<file path="src/common/pcd_pkg.sv">
// constants and state type for the port command and descriptor dma block
package pcd_pkg;
	// command header layout, byte offsets within one 32-byte slot
	localparam logic [5:0]  HDR_OFS_FLAGS  = 6'h00;
	localparam logic [5:0]  HDR_OFS_COUNT  = 6'h04;
	localparam int          HDR_SLOT_SH    = 5;
	localparam logic [1:0]  HDR_DW_FLAGS   = 2'h0;
	localparam logic [1:0]  HDR_DW_TBL_LO  = 2'h2;
	localparam logic [1:0]  HDR_DW_TBL_HI  = 2'h3;
	// header dword 0 fields
	localparam int          CFL_LSB        = 0;
	localparam int          CFL_MSB        = 4;
	localparam int          ATAPI_BIT      = 5;
	localparam int          WRITE_BIT      = 6;
	localparam int          SG_LEN_LSB     = 16;
	localparam int          SG_LEN_MSB     = 31;
	localparam int          TBL_BASE_LSB   = 7;
	localparam logic [4:0]  CFL_MIN        = 5'h02;
	localparam logic [4:0]  CFL_MAX        = 5'h10;
	// command table layout
	localparam logic [7:0]  TBL_OFS_PKT    = 8'h40;
	localparam logic [7:0]  TBL_OFS_SG     = 8'h80;
	localparam int          SG_ENTRY_SH    = 4;
	localparam logic [1:0]  SG_DW_BASE_LO  = 2'h0;
	localparam logic [1:0]  SG_DW_BASE_HI  = 2'h1;
	localparam logic [1:0]  SG_DW_INFO     = 2'h3;
	// descriptor fields
	localparam int          BLK_BASE_LSB   = 1;
	localparam int          IOC_BIT        = 31;
	localparam int          DBC_MSB        = 21;
	localparam logic [22:0] WORD_BYTES     = 23'h000004;
	// data fifo depth between link receive and memory writes
	localparam int          RX_FIFO_DEPTH  = 8;

	typedef enum logic [3:0] {
		ST_IDLE     = 4'h0,
		ST_HDR      = 4'h1,
		ST_BUSY     = 4'h2,
		ST_FIS      = 4'h3,
		ST_PKT_WAIT = 4'h4,
		ST_PKT      = 4'h5,
		ST_SG       = 4'h6,
		ST_DATA     = 4'h7,
		ST_DESC_END = 4'h8,
		ST_WB       = 4'h9,
		ST_DONE     = 4'ha
	} pcd_state_type;
endpackage

</file>
<file path="src/pcd_port_dma.sv">
// per-port command fetch and scatter/gather dma engine
// What this block does
// - keep a 32-bit running count of bytes moved, either direction
// - upper table base word used only with wide addressing, else ignored
// - set the taskfile busy flag before sending the command frame
// - multiplier port number is sent as written, never inserted
// - send only as many packet bytes as the pio setup asks
// - send the packet region only for commands marked as packet
// - accept scatter/gather lists of zero up to 65535 entries
// - walk entries in order from 0 to list length minus one
// - upper block base word used only with wide addressing
// - entry with done bit set raises done flag, and interrupt if enabled
// - block byte count is bits 21:0, zero based, odd value
// - one independent engine per port
// - watch the issue bitmap continuously for pending commands
// - handle posted commands one at a time, in linear order
// - stop fetching entries at the list length; zero means no data
// - frame length from 5-bit header field, 0 and 1 illegal, max 16
// - packet flag means a pio setup will ask for the packet
module pcd_port_dma
	import pcd_pkg::*;
#(
	parameter int NUM_SLOTS = 32
) (
	// clock and reset
	input  wire logic        I_REF_CLK,
	input  wire logic        I_SRST,
	// control from port registers, same clock domain
	input  wire logic [31:0] I_COMMAND_ISSUE_BITMAP,
	input  wire logic [63:0] I_LIST_BASE,
	input  wire logic        I_WIDE_ADDRESS_CAPABLE,
	input  wire logic        I_IRQ_ENABLE,
	input  wire logic        I_DESCRIPTOR_DONE_CLR,
	// pio setup from the link receive logic
	input  wire logic        I_PIO_SETUP_VALID,
	input  wire logic [4:0]  I_PIO_SETUP_BYTES,
	// system memory port, one word per request
	output logic             O_MEM_REQ,
	output logic             O_MEM_WE,
	output logic [63:0]      O_MEM_ADDR,
	output logic [31:0]      O_MEM_WDATA,
	input  wire logic        I_MEM_ACK,
	input  wire logic [31:0] I_MEM_RDATA,
	// link transmit stream
	output logic             O_TX_VALID,
	output logic [31:0]      O_TX_DATA,
	input  wire logic        I_TX_READY,
	// link receive stream
	input  wire logic        I_RX_VALID,
	input  wire logic [31:0] I_RX_DATA,
	output logic             O_RX_READY,
	// status
	output logic             O_TASKFILE_BUSY_FLAG,
	output logic             O_DESCRIPTOR_DONE_FLAG,
	output logic             O_IRQ,
	output logic [31:0]      O_TRANSFERRED_BYTE_COUNT,
	output logic             O_CMD_DONE,
	output logic [4:0]       O_CMD_SLOT
);
	localparam int SW = (NUM_SLOTS > 1) ? $clog2(NUM_SLOTS) : 1;

	pcd_state_type    state;
	logic [SW-1:0]    slot;
	logic             served [32];
	logic [31:0]      hdr_flags;
	logic [31:0]      tbl_lo;
	logic [31:0]      tbl_hi;
	logic [31:0]      blk_lo;
	logic [31:0]      blk_hi;
	logic             blk_ioc;
	logic [22:0]      blk_left;
	logic [22:0]      blk_off;
	logic [4:0]       idx;
	logic [2:0]       pkt_words;
	logic [15:0]      sg_idx;
	logic [63:0]      hdr_addr;
	logic [63:0]      tbl_base;
	logic [63:0]      blk_base;
	logic [63:0]      next_addr;
	logic [4:0]       fis_len;
	logic [15:0]      sg_len;
	logic [22:0]      step;
	logic             tx_take;
	logic             rx_valid;
	logic [31:0]      rx_data;
	logic             rx_pop;

	initial begin
		if (NUM_SLOTS < 1 || NUM_SLOTS > 32 || (NUM_SLOTS & (NUM_SLOTS - 1)) != 0)
			$error("pcd_port_dma: slot count must be a power of two up to 32");
	end

	// received data is buffered so the link can run ahead of memory writes
	pcd_fifo #(.WIDTH(32), .DEPTH(RX_FIFO_DEPTH)) u_rx_fifo (
		.i_clk       (I_REF_CLK),
		.i_srst      (I_SRST),
		.i_in_valid  (I_RX_VALID),
		.i_in_data   (I_RX_DATA),
		.o_in_ready  (O_RX_READY),
		.o_out_valid (rx_valid),
		.o_out_data  (rx_data),
		.i_out_ready (rx_pop)
	);

	// address forming; upper halves forced to zero on narrow parts
	always_comb begin
		hdr_addr = (I_WIDE_ADDRESS_CAPABLE ? I_LIST_BASE : {32'h0, I_LIST_BASE[31:0]})
			+ (64'(slot) << HDR_SLOT_SH);
		tbl_base = {(I_WIDE_ADDRESS_CAPABLE ? tbl_hi : 32'h0),
			tbl_lo[31:TBL_BASE_LSB], 7'h00};
		blk_base = {(I_WIDE_ADDRESS_CAPABLE ? blk_hi : 32'h0),
			blk_lo[31:BLK_BASE_LSB], 1'b0};
		case (state)
			ST_HDR:  next_addr = hdr_addr + 64'({idx, 2'b00});
			ST_FIS:  next_addr = tbl_base + 64'({idx, 2'b00});
			ST_PKT:  next_addr = tbl_base + 64'(TBL_OFS_PKT) + 64'({idx, 2'b00});
			ST_SG:   next_addr = tbl_base + 64'(TBL_OFS_SG)
				+ (64'(sg_idx) << SG_ENTRY_SH) + 64'({idx, 2'b00});
			ST_DATA: next_addr = blk_base + 64'(blk_off);
			ST_WB:   next_addr = hdr_addr + 64'(HDR_OFS_COUNT);
			default: next_addr = hdr_addr + 64'(HDR_OFS_FLAGS);
		endcase
	end

	// illegal short or long frame lengths are clamped into range
	assign fis_len = (hdr_flags[CFL_MSB:CFL_LSB] < CFL_MIN) ? CFL_MIN
		: (hdr_flags[CFL_MSB:CFL_LSB] > CFL_MAX) ? CFL_MAX
		: hdr_flags[CFL_MSB:CFL_LSB];
	assign sg_len  = hdr_flags[SG_LEN_MSB:SG_LEN_LSB];
	assign step    = (blk_left >= WORD_BYTES) ? WORD_BYTES : blk_left;
	assign tx_take = O_TX_VALID && I_TX_READY;
	assign rx_pop  = (state == ST_DATA) && !hdr_flags[WRITE_BIT] && !O_MEM_REQ && rx_valid;

	// command sequencer, memory requests and transmit word; one engine per port
	always_ff @(posedge I_REF_CLK) begin
		if (I_SRST) begin
			state                    <= ST_IDLE;
			slot                     <= '0;
			idx                      <= '0;
			hdr_flags                <= '0;
			tbl_lo                   <= '0;
			tbl_hi                   <= '0;
			blk_lo                   <= '0;
			blk_hi                   <= '0;
			blk_ioc                  <= 1'b0;
			blk_left                 <= '0;
			blk_off                  <= '0;
			pkt_words                <= '0;
			sg_idx                   <= '0;
			O_MEM_REQ                <= 1'b0;
			O_MEM_WE                 <= 1'b0;
			O_MEM_ADDR               <= '0;
			O_MEM_WDATA              <= '0;
			O_TX_VALID               <= 1'b0;
			O_TX_DATA                <= '0;
			O_TRANSFERRED_BYTE_COUNT <= '0;
		end else begin
			if (I_MEM_ACK)
				O_MEM_REQ <= 1'b0;
			if (tx_take)
				O_TX_VALID <= 1'b0;
			// words bound for the link are fetched and passed on untouched
			if ((state == ST_FIS || state == ST_PKT || (state == ST_DATA
					&& hdr_flags[WRITE_BIT])) && O_MEM_REQ && I_MEM_ACK) begin
				O_TX_VALID <= 1'b1;
				O_TX_DATA  <= I_MEM_RDATA;
			end
			if ((state == ST_HDR || state == ST_SG || ((state == ST_FIS
					|| state == ST_PKT || state == ST_DATA) && hdr_flags[WRITE_BIT] | state != ST_DATA)
					&& !O_TX_VALID) && !O_MEM_REQ) begin
				O_MEM_REQ  <= 1'b1;
				O_MEM_WE   <= 1'b0;
				O_MEM_ADDR <= next_addr;
			end
			case (state)
				ST_IDLE: begin
					// linear scan of the issue bitmap, one slot per cycle
					if (I_COMMAND_ISSUE_BITMAP[slot] && !served[slot]) begin
						state                    <= ST_HDR;
						idx                      <= 5'(HDR_DW_FLAGS);
						sg_idx                   <= '0;
						O_TRANSFERRED_BYTE_COUNT <= '0;
					end else begin
						slot <= (slot == SW'(NUM_SLOTS - 1)) ? '0 : slot + 1'b1;
					end
				end
				ST_HDR: begin
					if (O_MEM_REQ && I_MEM_ACK) begin
						if (idx == 5'(HDR_DW_FLAGS)) begin
							hdr_flags <= I_MEM_RDATA;
							idx       <= 5'(HDR_DW_TBL_LO);
						end else if (idx == 5'(HDR_DW_TBL_LO)) begin
							tbl_lo <= I_MEM_RDATA;
							idx    <= 5'(HDR_DW_TBL_HI);
						end else begin
							tbl_hi <= I_MEM_RDATA;
							state  <= ST_BUSY;
						end
					end
				end
				ST_BUSY: begin
					// one cycle to raise busy before any frame word leaves
					state <= ST_FIS;
					idx   <= '0;
				end
				ST_FIS: begin
					if (tx_take) begin
						idx <= idx + 1'b1;
						if (idx == fis_len - 1'b1) begin
							idx   <= '0;
							state <= hdr_flags[ATAPI_BIT] ? ST_PKT_WAIT
								: (sg_len == '0) ? ST_WB : ST_SG;
						end
					end
				end
				ST_PKT_WAIT: begin
					// the device's pio setup decides how much packet to send
					if (I_PIO_SETUP_VALID) begin
						pkt_words <= I_PIO_SETUP_BYTES[4:2];
						idx       <= '0;
						// an empty packet request must still walk the entries
						state     <= (I_PIO_SETUP_BYTES[4:2] != '0) ? ST_PKT
							: (sg_len == '0) ? ST_WB : ST_SG;
					end
				end
				ST_PKT: begin
					if (tx_take) begin
						idx <= idx + 1'b1;
						if (idx == 5'(pkt_words) - 1'b1) begin
							idx   <= '0;
							state <= (sg_len == '0) ? ST_WB : ST_SG;
						end
					end
				end
				ST_SG: begin
					if (O_MEM_REQ && I_MEM_ACK) begin
						if (idx == 5'(SG_DW_BASE_LO)) begin
							blk_lo <= I_MEM_RDATA;
							idx    <= 5'(SG_DW_BASE_HI);
						end else if (idx == 5'(SG_DW_BASE_HI)) begin
							blk_hi <= I_MEM_RDATA;
							idx    <= 5'(SG_DW_INFO);
						end else begin
							blk_ioc  <= I_MEM_RDATA[IOC_BIT];
							blk_left <= {1'b0, I_MEM_RDATA[DBC_MSB:0]} + 23'h000001;
							blk_off  <= '0;
							state    <= ST_DATA;
						end
					end
				end
				ST_DATA: begin
					if (rx_pop) begin
						O_MEM_REQ   <= 1'b1;
						O_MEM_WE    <= 1'b1;
						O_MEM_ADDR  <= next_addr;
						O_MEM_WDATA <= rx_data;
					end
					if (hdr_flags[WRITE_BIT] ? tx_take : (O_MEM_REQ && I_MEM_ACK)) begin
						O_TRANSFERRED_BYTE_COUNT <= O_TRANSFERRED_BYTE_COUNT + 32'(step);
						blk_left                 <= blk_left - step;
						blk_off                  <= blk_off + WORD_BYTES;
						if (blk_left <= WORD_BYTES)
							state <= ST_DESC_END;
					end
				end
				ST_DESC_END: begin
					sg_idx <= sg_idx + 1'b1;
					idx    <= '0;
					state  <= (sg_idx + 1'b1 == sg_len) ? ST_WB : ST_SG;
				end
				ST_WB: begin
					// byte count is written back into header dword 1
					if (idx == '0 && !O_MEM_REQ) begin
						O_MEM_REQ   <= 1'b1;
						O_MEM_WE    <= 1'b1;
						O_MEM_ADDR  <= next_addr;
						O_MEM_WDATA <= O_TRANSFERRED_BYTE_COUNT;
						idx         <= 5'h01;
					end else if (O_MEM_REQ && I_MEM_ACK) begin
						state <= ST_DONE;
					end
				end
				ST_DONE: begin
					state <= ST_IDLE;
					slot  <= (slot == SW'(NUM_SLOTS - 1)) ? '0 : slot + 1'b1;
				end
				default: state <= ST_IDLE;
			endcase
		end
	end

	// a slot is served once per issue; dropping its issue bit re-arms it
	for (genvar s = 0; s < 32; s++) begin : g_served
		always_ff @(posedge I_REF_CLK) begin
			if (I_SRST || s >= NUM_SLOTS)
				served[s] <= 1'b0;
			else if (state == ST_DONE && 32'(slot) == s)
				served[s] <= 1'b1;
			else if (!I_COMMAND_ISSUE_BITMAP[s])
				served[s] <= 1'b0;
		end
	end

	// busy and completion reporting
	always_ff @(posedge I_REF_CLK) begin
		if (I_SRST) begin
			O_TASKFILE_BUSY_FLAG <= 1'b0;
			O_CMD_DONE           <= 1'b0;
			O_CMD_SLOT           <= '0;
		end else begin
			O_CMD_DONE <= state == ST_DONE;
			O_CMD_SLOT <= 5'(slot);
			if (state == ST_BUSY)
				O_TASKFILE_BUSY_FLAG <= 1'b1;
			else if (state == ST_DONE)
				O_TASKFILE_BUSY_FLAG <= 1'b0;
		end
	end

	// descriptor done flag; a new event wins over a clear in the same cycle
	always_ff @(posedge I_REF_CLK) begin
		if (I_SRST) begin
			O_DESCRIPTOR_DONE_FLAG <= 1'b0;
			O_IRQ                  <= 1'b0;
		end else begin
			if (state == ST_DESC_END && blk_ioc)
				O_DESCRIPTOR_DONE_FLAG <= 1'b1;
			else if (I_DESCRIPTOR_DONE_CLR)
				O_DESCRIPTOR_DONE_FLAG <= 1'b0;
			O_IRQ <= I_IRQ_ENABLE && (O_DESCRIPTOR_DONE_FLAG
				|| (state == ST_DESC_END && blk_ioc));
		end
	end

	a_busy_before_frame: assert property (@(posedge I_REF_CLK) disable iff (I_SRST)
		(state == ST_FIS && O_TX_VALID) |-> O_TASKFILE_BUSY_FLAG)
		else $error("frame word sent without busy set");
	a_narrow_upper_zero: assert property (@(posedge I_REF_CLK) disable iff (I_SRST)
		(O_MEM_REQ && !I_WIDE_ADDRESS_CAPABLE) |-> O_MEM_ADDR[63:32] == 32'h0)
		else $error("upper address bits set on narrow part");
	a_table_low_bits: assert property (@(posedge I_REF_CLK) disable iff (I_SRST)
		(state == ST_FIS && O_MEM_REQ) |-> O_MEM_ADDR[6:0] == {idx, 2'b00})
		else $error("table base low bits not ignored");
	a_packet_only_atapi: assert property (@(posedge I_REF_CLK) disable iff (I_SRST)
		(state == ST_PKT || state == ST_PKT_WAIT) |-> hdr_flags[ATAPI_BIT])
		else $error("packet sent for non packet command");
	a_packet_length: assert property (@(posedge I_REF_CLK) disable iff (I_SRST)
		(state == ST_PKT) |-> idx < 5'(pkt_words))
		else $error("packet words beyond pio setup request");
	a_no_entries_no_data: assert property (@(posedge I_REF_CLK) disable iff (I_SRST)
		(state == ST_SG || state == ST_DATA) |-> sg_len != 16'h0 && sg_idx < sg_len)
		else $error("entry fetched beyond list length");
	a_entry_order: assert property (@(posedge I_REF_CLK) disable iff (I_SRST)
		(state == ST_DESC_END && sg_idx + 1'b1 != sg_len) |=> state == ST_SG
		&& sg_idx == $past(sg_idx) + 1'b1)
		else $error("entries not walked in order");
	a_done_flag_set: assert property (@(posedge I_REF_CLK) disable iff (I_SRST)
		(state == ST_DESC_END && blk_ioc) |=> O_DESCRIPTOR_DONE_FLAG
		##1 (O_IRQ == $past(I_IRQ_ENABLE)))
		else $error("descriptor done flag not raised");
	a_count_accumulates: assert property (@(posedge I_REF_CLK) disable iff (I_SRST)
		(state == ST_DATA && hdr_flags[WRITE_BIT] && tx_take) |=>
		O_TRANSFERRED_BYTE_COUNT == $past(O_TRANSFERRED_BYTE_COUNT) + 32'($past(step)))
		else $error("byte count not accumulated");
endmodule

</file>
<file path="src/pcd_fifo.sv">
// small synchronous fifo with valid and ready on both sides
module pcd_fifo #(
	parameter int WIDTH = 32,
	parameter int DEPTH = 8
) (
	// clock and reset
	input  wire logic             i_clk,
	input  wire logic             i_srst,
	// fill side
	input  wire logic             i_in_valid,
	input  wire logic [WIDTH-1:0] i_in_data,
	output logic                  o_in_ready,
	// drain side
	output logic                  o_out_valid,
	output logic [WIDTH-1:0]      o_out_data,
	input  wire logic             i_out_ready
);
	localparam int PW = $clog2(DEPTH);

	logic [WIDTH-1:0] mem [DEPTH];
	logic [PW-1:0]    wr_ptr;
	logic [PW-1:0]    rd_ptr;
	logic [PW:0]      count;
	logic [PW:0]      next_count;
	logic             wr;
	logic             rd;

	initial begin
		if (DEPTH < 2 || (DEPTH & (DEPTH - 1)) != 0 || WIDTH < 1)
			$error("pcd_fifo: depth must be a power of two of at least 2");
	end

	assign wr = i_in_valid && o_in_ready;
	assign rd = o_out_valid && i_out_ready;
	assign o_out_data = mem[rd_ptr];

	// count next value; full and empty are kept as flops so ready is clean
	always_comb begin
		next_count = count;
		if (wr && !rd)
			next_count = count + 1'b1;
		else if (rd && !wr)
			next_count = count - 1'b1;
	end

	always_ff @(posedge i_clk) begin
		if (i_srst) begin
			count       <= '0;
			wr_ptr      <= '0;
			rd_ptr      <= '0;
			o_in_ready  <= 1'b0;
			o_out_valid <= 1'b0;
		end else begin
			count       <= next_count;
			o_in_ready  <= next_count != (PW + 1)'(DEPTH);
			o_out_valid <= next_count != '0;
			if (wr)
				wr_ptr <= wr_ptr + 1'b1;
			if (rd)
				rd_ptr <= rd_ptr + 1'b1;
		end
	end

	// storage carries no reset, it is only read behind valid
	always_ff @(posedge i_clk) begin
		if (wr)
			mem[wr_ptr] <= i_in_data;
	end
endmodule

</file>
<file path="config.mk">
export PLATFORM = sky130hd
export DESIGN_NAME = pcd_port_dma
export DESIGN_NICKNAME = d
export VERILOG_FILES = /design/src/common/pcd_pkg.sv /design/src/pcd_port_dma.sv /design/src/pcd_fifo.sv
export SDC_FILE = /design/constraint.sdc
export NUM_CORES = 2
export LEC_CHECK = 0
export ABC_AREA = 1
export BUFFER_PORTS_ARGS = -buffer_cell sky130_fd_sc_hd__buf_2
export CORE_MARGIN = 5
export CORE_UTILIZATION = 55
export DETAILED_ROUTE_END_ITERATION = 8
export MAX_ROUTING_LAYER = met4
export PLACE_DENSITY = 0.74
export SLEW_MARGIN = 10
export SYNTH_ARGS = -nofsm -noshare
export SYNTH_HDL_FRONTEND = slang
export SYNTH_HIERARCHICAL = 1
export SYNTH_SLANG_ARGS = --single-unit
export TNS_END_PERCENT = 5
</file>
<file path="constraint.sdc">
create_clock -name I_REF_CLK -period 4.45 [get_ports I_REF_CLK]
set_clock_uncertainty 0.05 [all_clocks]
set_input_delay 0.2225 -clock I_REF_CLK [delete_from_list [all_inputs] [get_ports I_REF_CLK]]
set_output_delay 0.2225 -clock I_REF_CLK [all_outputs]
set_load 0.02 [all_outputs]
</file>
After elaboration in Yosys (flattened, before gate mapping):

Memories as Yosys holds them, arrays and structs flattened. A register that Yosys moved wholly into a read port is not among the register bits.
Cells that the tools add are included.

* add/subtract/negate cells: 23
* magnitude comparators: 5
* mux-type cells: 383
* reduce and logical (&&, ||, !) cells: 93
* bitwise gates (word level): 68
* eq/ne operators: 69

Operators with widths (count)
* 64-bit one-hot mux with 6 select lines: 1
* 1-bit two-way mux: 307
* 64-bit by 7-bit adder with 64-bit output: 4
* 64-bit two-way mux: 4
* 23-bit two-way mux: 9
* 32-bit two-way mux: 6
* 32-bit one-hot mux with 2 select lines: 2
* 64-bit one-hot mux with 2 select lines: 1
* 5-bit two-way mux: 19
* 23-bit one-hot mux with 2 select lines: 2
* 4-bit two-way mux: 22
* 5-bit equality test (second input constant): 16
* 1-bit OR: 65
* 64-bit by 10-bit adder with 64-bit output: 1
* 64-bit by 20-bit adder with 64-bit output: 1
* 64-bit by 23-bit adder with 64-bit output: 1
* 64-bit by 3-bit adder with 64-bit output (second input constant): 1
* 64-bit by 7-bit adder with 64-bit output (second input constant): 1
* 64-bit by 8-bit adder with 64-bit output (second input constant): 1
* 1-bit logical AND: 51
* 5-bit by 4-bit equality test with 1-bit output (second input constant): 8
* 4-bit one-hot mux with 10 select lines: 1
* 5-bit one-hot mux with 8 select lines: 1
* 32-bit by 23-bit adder with 32-bit output: 1
* other kinds (52): 115

* word-level logic and storage cells: 673
* bits in registers: 424
* bits in writable memories: 288
* bits of input ports: 174
* memories kept: 2
* output and inout port bits: 173

Memory list
* u_rx_fifo.mem: words 8, width 32, read ports 1, clocked after Yosys merged registers in 1, wr ports 1, line pcd_fifo.sv:20 `logic [WIDTH-1:0] mem [DEPTH];`
* served: words 32, width 1, read ports 1, clocked after Yosys merged registers in 1, wr ports 32, line pcd_port_dma.sv:64 `logic served [32];`

Logic depth before layout (Yosys ltp):

* word-level depth: 10
* depth in mapped cells: 26
* depth with buffers taken out: 25

Modules after synthesis:

Netlist, hierarchy kept.

Modules (own cells, without submodules)
* pcd_port_dma: sequential area each 8928.6 µm², instances 1, area an instance 33951.3 µm², cells an instance 5706
* pcd_fifo: sequential area each 7987.7 µm², instances 1, area an instance 10690.3 µm², cells an instance 865

Worst setup path after synthesis:

No wires, ideal clock.

* path kind: register to register
* start: reg state[0]
* end: reg O_MEM_ADDR[63]
* slack: 0.874 ns
* cell stages (with the launch flop): 27
* setup time: 0.070 ns
* buffers on the path: 2
* period minus slack after synthesis: 3.576 ns
* data required time: 4.330 ns
* arrival: 3.455 ns
* cell sequence: dfxtp_1 -> inv_1 -> nor2_1 -> inv_1 -> nor2_1 -> clkbuf_1 -> clkbuf_1 -> nor2_1 -> ha_1 -> nand2_1 -> nor2_1 -> nand2_1 -> nand2_1 -> o21ai_0 -> nor2_2 -> nand2_1 -> nor2_2 -> nand2_1 -> nor2_4 -> nand3_1 -> nor2_2 -> nand2_1 -> nand2_1 -> nand3_1 -> nand2_1 -> nand2_1 -> a21oi_1

* cells in the longest elaborated chain, start to end: 10

RTL lines
* start: declaration: line pcd_port_dma.sv:62 `pcd_state_type state;`
* start signal: assignment: line pcd_port_dma.sv:211 `state <= hdr_flags[ATAPI_BIT] ? ST_PKT_WAIT`
* start signal: assignment: line pcd_port_dma.sv:222 `state <= (I_PIO_SETUP_BYTES[4:2] != '0) ? ST_PKT`
* start signal: assignment: line pcd_port_dma.sv:231 `state <= (sg_len == '0) ? ST_WB : ST_SG;`
* 4-bit by 2-bit equality test with 1-bit output or 4-bit by 3-bit equality test with 1-bit output (tied branches): line pcd_port_dma.sv:113, pcd_port_dma.sv:168, pcd_port_dma.sv:169
* 1-bit logical OR (2 in a row): line pcd_port_dma.sv:169 `|| state == ST_PKT || state == ST_DATA) && hdr_flags[WRITE_BIT] | state != ST_DATA)`
* 1-bit logical AND: line pcd_port_dma.sv:169
* 1-bit logical AND: line pcd_port_dma.sv:170 `&& !O_TX_VALID) && !O_MEM_REQ) begin`
* 1-bit logical OR: line pcd_port_dma.sv:168 `if ((state == ST_HDR || state == ST_SG || ((state == ST_FIS`
* 1-bit logical AND: line pcd_port_dma.sv:170
* 64-bit two-way mux: line pcd_port_dma.sv:168
* 64-bit two-way mux, on equally long branches: line pcd_port_dma.sv:273, pcd_port_dma.sv:252
* 64-bit one-hot mux with 2 select lines *: line pcd_port_dma.sv:175 `case (state)`
* end signal: assignment: line pcd_port_dma.sv:173 `O_MEM_ADDR <= next_addr;`
* end signal: assignment: line pcd_port_dma.sv:255 `O_MEM_ADDR <= next_addr;`
* end signal: assignment: line pcd_port_dma.sv:276 `O_MEM_ADDR <= next_addr;`
* end: declaration: line pcd_port_dma.sv:40 `output logic [63:0] O_MEM_ADDR,`

Every way passes the cells marked *; elsewhere a longest branch is shown, timed or not.
A chain may end at the register's enable or synchronous reset.

Worst setup path after layout:

* start: reg idx[3]
* end: reg O_MEM_ADDR[55]

* cells in the longest elaborated chain, start to end: 5

RTL lines
* start: declaration: line pcd_port_dma.sv:73 `logic [4:0] idx;`
* start signal: assignment: line pcd_port_dma.sv:180 `idx <= 5'(HDR_DW_FLAGS);`
* start signal: assignment: line pcd_port_dma.sv:191 `idx <= 5'(HDR_DW_TBL_LO);`
* start signal: assignment: line pcd_port_dma.sv:194 `idx <= 5'(HDR_DW_TBL_HI);`
* 64-bit by 7-bit adder with 64-bit output, on equally long branches
* 64-bit one-hot mux with 6 select lines: line pcd_port_dma.sv:113 `case (state)`
* 64-bit two-way mux: line pcd_port_dma.sv:168
* 64-bit two-way mux, on equally long branches: line pcd_port_dma.sv:273, pcd_port_dma.sv:252
* 64-bit one-hot mux with 2 select lines *: line pcd_port_dma.sv:175

Marked as above.

==> impl_metrics.yaml <==
finish:
  nets: 7231
  stdcell_area_sq_um: 50900
  final_layout_size_suffix_gt1_share_pct: 10.6
  utilization_pct: 63.2
  areaGrowthSynthToFinish_pct: 14.1
timing:
  fin_tns_setup_ns: 0
  max_freq_mhz: 239
  setup_viol: 0
  slew_violations: 0
  fin_crit_sh_pct: 93.9
  period_needed_ns: 4.18
  tightestPinTransition_ns: 1.24
  hold_viol_final: 0
  rsz0062_at_grt: "false"
  relSlewSlack_pct: 16.6
power_and_ir_drop:
  p_per_area_nw_per_um2: 347
  sw_frac_of_total_pct: 34.1
  pwr-share-seq_pct: 41.0
  max-vdd-ir-drop_mv: 0.395
  p_leak_uw: 0.0213
  switchingPower_uw: 6010
  power_frac_clock_pct: 35.9
  p_int_uw: 11600
  p_comb_share_pct: 23.1
clock_tree:
  root_buffer: "clkbuf_16"
  cts_tree: "done"
  cts_sinks: 701
  cts_max_level: 3
  clk_pin_slew_ns: 0.06
  clock_latency_ns: 0.66
  numCtsBuffers: 77
  clockBufferDepth: 3
detailed_routing:
  drc_errors: 0
  routed-wl-met3_mm: 19.0
  m1WireLength_mm: 69.9
  wl_per_cell_microns: 22.2
  drtIter0Drc: 5839
  dr.max_layer_used: "met4"
  drt_wl_total_mm: 179
  drtPass1Iterations: 8
  drtAntennaViolNets: 0
  via_per_inst: 5.99
  vias: 48418
  route.met2.wl_mm: 77.8
yosys:
  async_reset_ff_share_pct: 0
  synth_top_cell_area_share_pct: 19.4
  synth_commonest_cells: "nand2_1, nor2_1, inv_1, o21ai_0, a21oi_1"
  ys.warnings.count: 6
  avgSynthCellArea_sq_um: 6.79
  synth_area_leaders: "edfxtp_1, dfxtp_1, nand2_1"
  synth-seq-area-share_pct: 37.9
  ys_seq_elements: 701
  synth.most_common_cell: "nand2_1"
  synth-main-ff-cell: "dfxtp_1"
  netlist_instances: 6571
  yosysTopAreaCell: "edfxtp_1"
  yosys.cell_types.count: 66
  syn_area_sq_um: 44600
  synth_edf_count: 288
critical_path:
  worstSetupEndpoint: "O_MEM_ADDR[55]"
  critPathTopFamily: "simple AND/OR/NAND/NOR gates"
  regToRegSetupSlack_ns: 0.27
  startpoint_type: "flop"
  required_ns: 4.92
  path_depth: 21
  crit_buf_inv: 2
  worstSetupPathType: "reg -> reg"
  startpoint: "idx[3]"
  arrival_ns: 4.65
  cp_slowest_stage_delay_ns: 0.40
  critPathCaptureType: "flop"
  cpMostUsedCell: "nand2_1"
  crit_fanout: 9
  timing.critical_path.cells: "ha_1, ha_1, inv_1, fa_1, inv_1, nand2_1, o21ai_0, nand2_1, o211ai_1, nand2_1, nand2_1, nand2_1, nand2_1, nand2_1, nor2_1, xor2_1, nor2_1, nor2_1, nand2_1, nand2_1, a21oi_1"
  r2r_cells: 21
  slowest_stage: "dfxtp_1"
  r2r-end: "O_MEM_ADDR[55]"
  r2r_start: "idx[3]"
grt:
  grt_max_degree: 155
  grt_pass1_wl_mm: 265
  grtUsageTotal_pct: 40.6
  antenna_found_initial: 16
  grt_pass1_vias: 44010
  gr-total-overflow: 0
min_path:
  hold_depth: 3
  min_path_type: "in -> reg"
floorplanning:
  num_io_pins: 347
  dieArea_sq_um: 87000
  start_util_pct: 55.4
  rows: 104
  die_x_microns: 295
  coreArea_sq_um: 80500
  die_y_microns: 295
placement:
  gp_congestion: 1.08
  hpwl_mm: 133
  dpl-instance-area_sq_um: 47400
  portBuffers: 344
flow_run:
  cap_violations: 0
outcome:
  status: "complete, no violations"
## registers in the layout, indices dropped and copies added, names as in the netlist, 25 cells and up, named ones only
name and flops:
O_MEM_WDATA 32, O_MEM_ADDR 64, tbl_lo 25, served 32, u_rx_fifo/mem 256, O_TX_DATA 32, O_TRANSFERRED_BYTE_COUNT 32, blk_hi 32
blk_lo 31, tbl_hi 32
## per-layer routing
metal / track usage [%] / up-vias
li1: - / 22791
met1: 51.8 / 22290
met2: 60.8 / 2782
met3: 8.34 / 555
met4: 22.0 / 0
met5: - / -
## how the worst min path moves through the flow
stage | from | endpoint | slack [ns]
after detailed placement | I_DESCRIPTOR_DONE_CLR | O_DESCRIPTOR_DONE_FLAG | 0.36
after global placement | I_DESCRIPTOR_DONE_CLR | O_DESCRIPTOR_DONE_FLAG | 0.36
after CTS | I_MEM_RDATA[21] | tbl_hi[21] | 0.001
final | I_MEM_RDATA[12] | tbl_hi[12] | 0.05
after global routing | I_MEM_RDATA[26] | blk_lo[26] | 0.05
after floorplan | I_SRST | u_rx_fifo/count[0] | 0.24
## stage by stage
stage          instances  setup WS, ns  hold slack [ns]  total power (uW)
2_1_floorplan       6590         0.874            0.242              9660
3_3_place_gp        7831         0.548            0.355             11200
3_5_place_dp        7831         0.387            0.357             11200
4_1_cts             8063         0.383          0.00126             17600
5_1_grt             8080        0.0437           0.0450             18300
6_report            8083         0.273           0.0472             17700
## layout make-up
type | count | area (sq um)
inverter | 694 | 2610
tap | 1060 | 1330
fill | 7309 | 29600
clock buffer | 96 | 2090
sequential | 701 | 16900
antenna | 19 | 47.5
timing repair buffer | 526 | 3370
multi-input combinational | 4946 | 24100
clock inverter | 41 | 405
## cells by family after synthesis
logic type                 after synthesis  share of synthesized area, %
other                                    2                        0.0168
xor gates and xnor gates                89                          1.75
adders and majority gates              111                          3.18
and+or+nand+nor                       3296                          31.5
AOI/OAI and AO/OA                     1429                          17.2
buffers and inverters                  943                          8.43
DFF                                    701                          37.9
## power groups by stage
stage / Sequential [uW] / Clock, uW / Combinational, uW
finish: 7240 / 6350 / 4070
global route: 7250 / 6670 / 4360
CTS: 7220 / 6390 / 3950
detailed placement: 7360 / 0 / 3860
global placement: 7350 / 0 / 3820
floorplan: 7500 / 0 / 2160
## layout by cell type, fill, tap and decap left out, types with 17 or more instances in the layout
cell type      count
a21oi_1          564
a31oi_1           89
buf_2            342
buf_4             85
clkbuf_16         78
clkinv_1          19
conb_1            21
dfxtp_1          410
diode_2           19
dlygate4sd3_1     95
edfxtp_1         288
ha_1             107
inv_1            650
inv_2             30
nand2_1         1500
nand2_2           31
nand3_1          489
nand4_1          130
nor2_1           863
nor2_2            49
nor2_4            18
nor3_1           105
nor4_1            27
o211ai_1          38
o21ai_0          594
o21ai_1           30
o21bai_1          20
o22ai_1           17
or2_2             34
xnor2_1           17
xor2_1            72
## timing repair
item / in CTS / in global routing
hold buffers: 95 / 0
buffers inserted: 0 / 1
endpoints found under the setup margin: 0 / 3
resized for setup: 0 / 1
hold endpoints to repair: 340 / 0
## tightest hold or removal path: cells and delay by family
family | cells | cell delay (ns)
compound gates | 2 | 0.24
buf+inv | 1 | 0.20
(Power assumes the default switching activity.)
